==> src/logic/mcd_pkg.sv <==
// Package for the command decoder: operations, codes, formats and state types.
package mcd_pkg;

    // Holding register width and data formats
    localparam int REG_W = 16;

    // Request operations from the slave protocol engine
    localparam logic [2:0] OP_CMD_WR  = 3'h0; // Holding write to command register
    localparam logic [2:0] OP_CMD_RD  = 3'h1; // Holding read of command register
    localparam logic [2:0] OP_COIL_WR = 3'h2; // Coil write, function 05 or 15
    localparam logic [2:0] OP_COIL_RD = 3'h3; // Coil read, function 01
    localparam logic [2:0] OP_ERR_RD  = 3'h4; // Read of command error register

    // Command codes
    localparam logic [15:0] CMD_NONE   = 16'h0000;
    localparam logic [15:0] CMD_START  = 16'h0001;
    localparam logic [15:0] CMD_REM_ON = 16'h0002;
    localparam logic [15:0] CMD_REM_OF = 16'h0003;
    localparam logic [15:0] CMD_FB_STP = 16'h000a; // Zero codes are multiples of ten
    localparam logic [15:0] CMD_FB_MAX = 16'h0050; // Highest zero code, block eight

    // Exception codes
    localparam logic [7:0] EXC_NONE  = 8'h00;
    localparam logic [7:0] EXC_FUNC  = 8'h01; // Illegal function
    localparam logic [7:0] EXC_VALUE = 8'h03; // Illegal data value
    localparam logic [7:0] EXC_NAK   = 8'h07; // Received but cannot perform

    // Command error register values
    localparam logic [15:0] ERR_NONE    = 16'h0000;
    localparam logic [15:0] ERR_UNKNOWN = 16'h0001; // Code has no action
    localparam logic [15:0] ERR_STATE   = 16'h0002; // Wrong device state

    // Coil value bit inside request data
    localparam int COIL_ON_BIT = 0;

    // Operation state, one-hot
    typedef enum logic [1:0]
    {
        RUN_WAIT = 2'b01,
        RUN_GO   = 2'b10
    } mcd_run_e;

    // Scaled integer triple: high word, low word, decimals
    function automatic logic [3*REG_W-1:0] mcd_scaled_pack(input logic signed [31:0] val,
                                                            input logic [REG_W-1:0] decs);
        mcd_scaled_pack = {val[31:16], val[15:0], decs}; // RL17 RL18
    endfunction

endpackage

==> src/logic/mcd_top.sv <==
// Command decoder behind the slave register map: command register and coils.
//
// Operation
// RL1: Command register reads always return zero
// RL2: Nonzero code triggers its one action
// RL3: Impossible action answers with an exception
// RL4: Error register explains exceptions 03 and 07
// RL5: Code 1 starts, only while awaiting start
// RL6: Code 2 enters remote, keys disabled
// RL7: Code 3 leaves remote, keys enabled
// RL8: Codes 10..80 zero function block code/10
// RL9: Master writes coils with function 05/15
// RL10: Coil N executes command N
// RL11: Coil acts only when written ON
// RL12: Coil OFF acknowledged, no action
// RL13: Coils are write-only, never read back
// RL14: Multi-coil write uses lowest coil only
// RL15: Data carried in 16-bit holding registers
// RL16: Unsigned integer uses one register
// RL17: Scaled integer: 32-bit value plus decimals
// RL18: First register upper half, second lower
// RL19: Float access even count, even address
// RL20: Code 03 bad value, 07 cannot perform
// RL21: Unknown code rejected, no state change
`timescale 1ns/1ns

module mcd_top
#(
    parameter int FB_COUNT = 8 // Function blocks served
)
(
    // Clock and reset
    input  wire logic                        clk,
    input  wire logic                        rst_n,
    // Request from slave protocol engine
    input  wire logic                        req_valid,
    input  wire logic [2:0]                  req_op,
    input  wire logic [mcd_pkg::REG_W-1:0]   req_addr,
    input  wire logic [mcd_pkg::REG_W-1:0]   req_data,
    // Answer to slave protocol engine
    output logic                             rsp_valid,
    output logic                             rsp_exc,
    output logic [7:0]                       rsp_code,
    output logic [mcd_pkg::REG_W-1:0]        rsp_data,
    // Device actions and status
    output logic                             op_running,
    output logic                             start_pulse,
    output logic                             remote_mode,
    output logic                             keys_enable,
    output logic [FB_COUNT-1:0]              fb_zero
);
    import mcd_pkg::*;

    // Refuse sizes the code table cannot reach
    if (FB_COUNT < 1 || FB_COUNT > 8)
    begin : g_bad_count
        $error("FB_COUNT must be 1 to 8");
    end

    // All state of the block
    typedef struct packed
    {
        mcd_run_e             run;    // Awaiting start or running
        logic                 remote; // Remote operation, keys off
        logic                 start;  // Start action pulse
        logic [FB_COUNT-1:0]  fbz;    // Zero action pulses
        logic                 rv;     // Answer valid
        logic                 rexc;   // Answer is exception
        logic [7:0]           rcode;  // Exception code
        logic [REG_W-1:0]     rdata;  // Read data
        logic [REG_W-1:0]     err;    // Command error register
    } mcd_state_s;

    mcd_state_s          st_q;     // Registered state
    mcd_state_s          st_d;     // Next state
    logic [REG_W-1:0]    code_v;   // Command code of this request
    logic                exec_v;   // Request asks for an action
    logic [REG_W-1:0]    fbi_v;    // Zero target, block index

    // Code comes from data for the register, from the coil number for coils
    always_comb
    begin
        code_v = (req_op == OP_COIL_WR) ? req_addr : req_data; // RL10 RL14
        exec_v = req_valid && ((req_op == OP_CMD_WR) ||
                 ((req_op == OP_COIL_WR) && req_data[COIL_ON_BIT])); // RL11 RL12
        fbi_v  = code_v / CMD_FB_STP;
    end

    // Next state: decode, act, answer
    always_comb
    begin
        st_d       = st_q;
        // Action pulses last one cycle
        st_d.start = 1'b0;
        st_d.fbz   = '0;
        st_d.rv    = 1'b0;
        if (req_valid)
        begin
            // Every request gets exactly one answer next cycle
            st_d.rv    = 1'b1;
            st_d.rexc  = 1'b0;
            st_d.rcode = EXC_NONE;
            st_d.rdata = '0;
            case (req_op)
                OP_CMD_WR, OP_COIL_WR:
                begin
                    // Written value itself is never kept
                end
                OP_CMD_RD:
                begin
                    st_d.rdata = '0; // RL1
                end
                OP_COIL_RD:
                begin
                    // Coil state hidden, reads as OFF
                    st_d.rdata = '0; // RL13
                end
                OP_ERR_RD:
                begin
                    st_d.rdata = st_q.err; // RL4 RL16
                end
                default:
                begin
                    // Unknown operation is an illegal function
                    st_d.rexc  = 1'b1;
                    st_d.rcode = EXC_FUNC;
                end
            endcase
        end
        if (exec_v)
        begin
            // One action per accepted code
            st_d.err = ERR_NONE; // RL2
            case (code_v)
                CMD_NONE:
                begin
                    // Code zero does nothing beyond clearing the error register
                end
                CMD_START:
                begin
                    if (st_q.run == RUN_WAIT)
                    begin
                        st_d.run   = RUN_GO; // RL5
                        st_d.start = 1'b1;
                    end
                    else
                    begin
                        // Already running: cannot perform
                        st_d.rexc  = 1'b1; // RL3
                        st_d.rcode = EXC_NAK; // RL20
                        st_d.err   = ERR_STATE; // RL4
                    end
                end
                CMD_REM_ON:
                begin
                    st_d.remote = 1'b1; // RL6
                end
                CMD_REM_OF:
                begin
                    st_d.remote = 1'b0; // RL7
                end
                default:
                begin
                    // Multiples of ten from 10 to 80, up to FB_COUNT blocks, select a block; anything else is refused
                    if (code_v >= CMD_FB_STP && code_v <= CMD_FB_MAX &&
                        (code_v % CMD_FB_STP) == '0 && fbi_v <= REG_W'(FB_COUNT))
                    begin
                        st_d.fbz[3'(fbi_v - 16'h0001)] = 1'b1; // RL8
                    end
                    else
                    begin
                        // No device state touched on unknown code; answer and error register are set
                        st_d.rexc  = 1'b1; // RL21
                        st_d.rcode = EXC_VALUE; // RL20
                        st_d.err   = ERR_UNKNOWN; // RL4
                    end
                end
            endcase
        end
    end

    // State register; device comes up awaiting start, keys enabled
    always_ff @(posedge clk or negedge rst_n)
    begin
        if (!rst_n)
        begin
            st_q <= '{run: RUN_WAIT, remote: 1'b0, start: 1'b0, fbz: '0, rv: 1'b0,
                      rexc: 1'b0, rcode: 8'h00, rdata: 16'h0000, err: 16'h0000};
        end
        else
        begin
            st_q <= st_d;
        end
    end

    // Outputs straight from the state register
    assign rsp_valid   = st_q.rv;
    assign rsp_exc     = st_q.rexc;
    assign rsp_code    = st_q.rcode;
    assign rsp_data    = st_q.rdata; // RL15
    assign op_running  = (st_q.run == RUN_GO);
    assign start_pulse = st_q.start;
    assign remote_mode = st_q.remote;
    // Keys follow remote mode inversely
    assign keys_enable = ~st_q.remote; // RL6 RL7
    assign fb_zero     = st_q.fbz;
endmodule

==> config.mk <==
export PLATFORM = sky130hd
export DESIGN_NAME = mcd_top
export DESIGN_NICKNAME = d
export VERILOG_FILES = /design/src/logic/mcd_pkg.sv /design/src/logic/mcd_top.sv
export SDC_FILE = /design/constraint.sdc
export NUM_CORES = 1
export LEC_CHECK = 0
export BUFFER_PORTS_ARGS = -buffer_cell sky130_fd_sc_hd__buf_2
export CAP_MARGIN = 20
export CORE_UTILIZATION = 45
export CTS_CLUSTER_SIZE = 8
export DETAILED_ROUTE_END_ITERATION = 10
export PLACE_DENSITY = 0.74
export SLEW_MARGIN = 20
export SYNTH_ARGS = -nofsm -noshare
export SYNTH_HDL_FRONTEND = slang
export SYNTH_SLANG_ARGS = --single-unit
==> constraint.sdc <==
create_clock -name clk -period 1.67 [get_ports clk]
set_clock_uncertainty 0.2 [all_clocks]
set_input_delay 0.167 -clock clk [delete_from_list [all_inputs] [get_ports clk]]
set_output_delay 0.167 -clock clk [all_outputs]
set_load 0.01 [all_outputs]
==> results.yml <==
detailed_routing:
  remaining_antenna_violation_count_after_routing: 0
  wirelength_um: 11700
  wl_per_cell_um: 15.6
  drt_drc_violations_left: 0
  avgViaCountPerCell: 5.82
  drt_first_pass_iters: 5
  number_of_violations_reported_at_the_end_of_detailed_routing_iteration_0: 392
  route.vias.total: 4375
clocking:
  cts_tree: "built"
  cts.reportedPaths.clkPinSlew_ns: 0.08
  clock-root-buffer: "sky130_fd_sc_hd__clkbuf_8"
  clk_sinks: 26
  clk_path_buf_depth: 2
  worstSkewPairLatency_ns: 0.27
  cts-buffers-inserted: 3
  cts.htree.levels: 1
run_status:
  failing_checks: "negative setup slack"
  outcome: "complete, but fails checks"
run:
  cap_violations: 0
timing:
  max_slew_headroom_pct: 63.6
  final_cycle_utilization_of_the_critical_path_pct: 383
  final.min_clock_period_ns: 6.40
  drv_slew: 0
  transition_at_the_pin_with_the_smallest_max_transition_slack_ns: 0.531
  tns_ns: -66.06
  clock.fmax_ghz: 0.156
  final.setup.worst_slack_ns: -4.73
  finalSetupViolCount: 18
  grt_setup_unrepaired: "true"
  hold_viol_final: 0
  worst_hold_check_slack_ns: 0.0123
worst_setup_path:
  cp.arrival_ns: 6.35
  critical_path_peak_fanout: 8
  crit_path_end_kind: "flop"
  cpMaxStageDelayCell: "sky130_fd_sc_hd__or4_4"
  critical_path_required_ns: 1.62
  startpoint_type: "input pin"
  slowest_delay_ns: 0.58
  setup.worst_path.class: "input pin to flop"
power_and_ir_drop:
  vdd_drop_max_v: 0.000317
  finalPower_mw: 3.95
  leakagePower_nw: 2.60
  power-per-cell-area_mw_per_mm2: 719
yosys:
  synth_async_sr_flop_share_pct: 100
  synthCells: 465
  synth.ff_latch_count: 26
  synthesis.area_mm2: 0.00358
  yosysSeqAreaShare_pct: 18.2
  avgSynthCellArea_um2: 7.69
  synth-edff-count: 0
  synthesis.yosys.warnings: 0
  synthDistinctLibCells: 88
  dominantRegCellSynth: "sky130_fd_sc_hd__dfrtp_1"
place:
  hpwl_um: 8460
  place_area_mm2: 0.00479
  numPortBuffers: 61
  dpl_worst_slack_ns: -5.27
  place_congestion: 0.980
final_layout:
  stdcell_area_mm2: 0.00549
  final_common_cell: "sky130_fd_sc_hd__buf_4"
  multi_input_comb_area_mm2: 0.00297
  final_cell_mix: "sky130_fd_sc_hd__buf_4 (143), sky130_fd_sc_hd__nand2_1 (72), sky130_fd_sc_hd__buf_2 (58)"
  post_layout_nets: 695
  fillCellCount: 546
  area.growth.synth_to_final_pct: 53.5
  insertedDiodeCount: 0
  area_of_all_sequential_standard_cells_um2: 652
  final_layout_size_suffix_gt1_share_pct: 47.5
floorplan:
  core_area_mm2: 0.00769
  die_area_mm2: 0.00831
  num_io_pins: 76
  die_width_um: 91.1
  placement_rows: 32
  initial_cell_density_of_the_core_pct: 46.5
  die_extent_in_y_um: 91.1
grt:
  global_route_wire_length_before_repair_um: 18800
  global_route.usage.total_pct: 26.9
  grt_pass1_vias: 4122
  antenna_found_initial: 0
  grt_max_degree: 27
  global_route.overflow_total: 0
hold_path:
  min_path_type: "input pin to flop"
[where the power goes]
part           switching, mW  internal [mW]
logic                   1.47           1.48
registers            0.00971          0.644
clock network          0.177          0.171
total                   1.65           2.29
[flip-flops by register name, summed over array words and instances, names as in the netlist]
name / flops
fb_zero: 8
rsp_code: 8
st_q: 4
rsp_data: 2
remote_mode: 1
rsp_exc: 1
rsp_valid: 1
start_pulse: 1
[final timing paths]
kind / from / to / slack, ns / cells past startpoint
hold / removal: req_op[0] / rsp_data[1] / 0.01 / 4
setup / recovery: req_op[0] / rsp_code[0] / -4.73 / 33
max in group asynchronous: rst_n / st_q[52] / 0.69 / 2
setup reg to reg: st_q[52] / rsp_code[0] / 0.09 / 4
hold reg to reg: rsp_data[1] / rsp_data[1] / 0.29 / 1
min in group asynchronous: rst_n / fb_zero[0] / 0.21 / 2
[through the flow]
stage,utilization [%],std cells
final,71.4,752
after global routing,71.4,752
after CTS,67.3,739
after detailed placement,62.3,716
after global placement,62.3,716
after floorplan,-,478
[per-layer routing]
metal	wire, µm	vias up	GRT usage, %
met1	4720	2060	33.6
met3	756	40	1.59
met4	414	0	9.26
met2	5850	227	48.7
met5	0	-	0
li1	-	2048	-
[worst max-delay path: cells and delay by family]
family / cells / cell delay (ns)
buffers and inverters: 5 / 0.51
AND/OR/NAND/NOR: 10 / 2.15
adder cells (fa/ha/maj): 3 / 0.64
AO/OA/AOI/OAI: 13 / 2.28
multiplexers: 2 / 0.59
[cells in the mapped netlist, drive strengths merged (8+ instances only)]
master / count / share of area (%)
a21oi: 24 / 3.5
and2: 9 / 1.6
and3: 8 / 1.4
nor3: 15 / 2.1
dfrtp: 25 / 17
o211ai: 8 / 1.7
o21ai: 22 / 3.2
nand3: 10 / 1.4
mux2i: 25 / 8.4
a211oi: 13 / 2.9
buf: 45 / 9.1
nand2b: 11 / 1.9
nand2: 77 / 8.1
nor2: 23 / 2.5
clkbuf: 9 / 0.94
nor2b: 13 / 2.3
nor4: 8 / 1.6
inv: 11 / 1.2
[cell type report]
type / count / share of cell area, %
clock buffers: 4 / 0.821
multi-input cells: 386 / 54.2
inverters: 12 / 0.866
well taps: 102 / 2.33
repair buffers: 222 / 30.0
flip-flops and latches: 26 / 11.9
[kinds of logic (layout without fill, tap and decap cells)]
| kind of cell | Yosys count | in the layout | synth area share, % |
|---|---|---|---|
| multiplexers | 30 | 30 | 10.1 |
| AO/OA/AOI/OAI | 125 | 125 | 26.8 |
| buffers and inverters | 66 | 238 | 11.3 |
| XOR/XNOR | 10 | 10 | 2.45 |
| other | 1 | 14 | 0.105 |
| AND/OR/NAND/NOR | 200 | 200 | 28.6 |
| flip-flops | 26 | 26 | 18.2 |
| adder cells (fa/ha/maj) | 7 | 7 | 2.41 |
[repair_timing]
action	CTS	global route
resized for setup	41	44
hold buffers	2	0
hold endpoints to repair	26	0
pin swaps	24	28
setup buffers	17	15
setup endpoints to repair	18	18
Note: power is estimated with default switching activity, not from simulation.
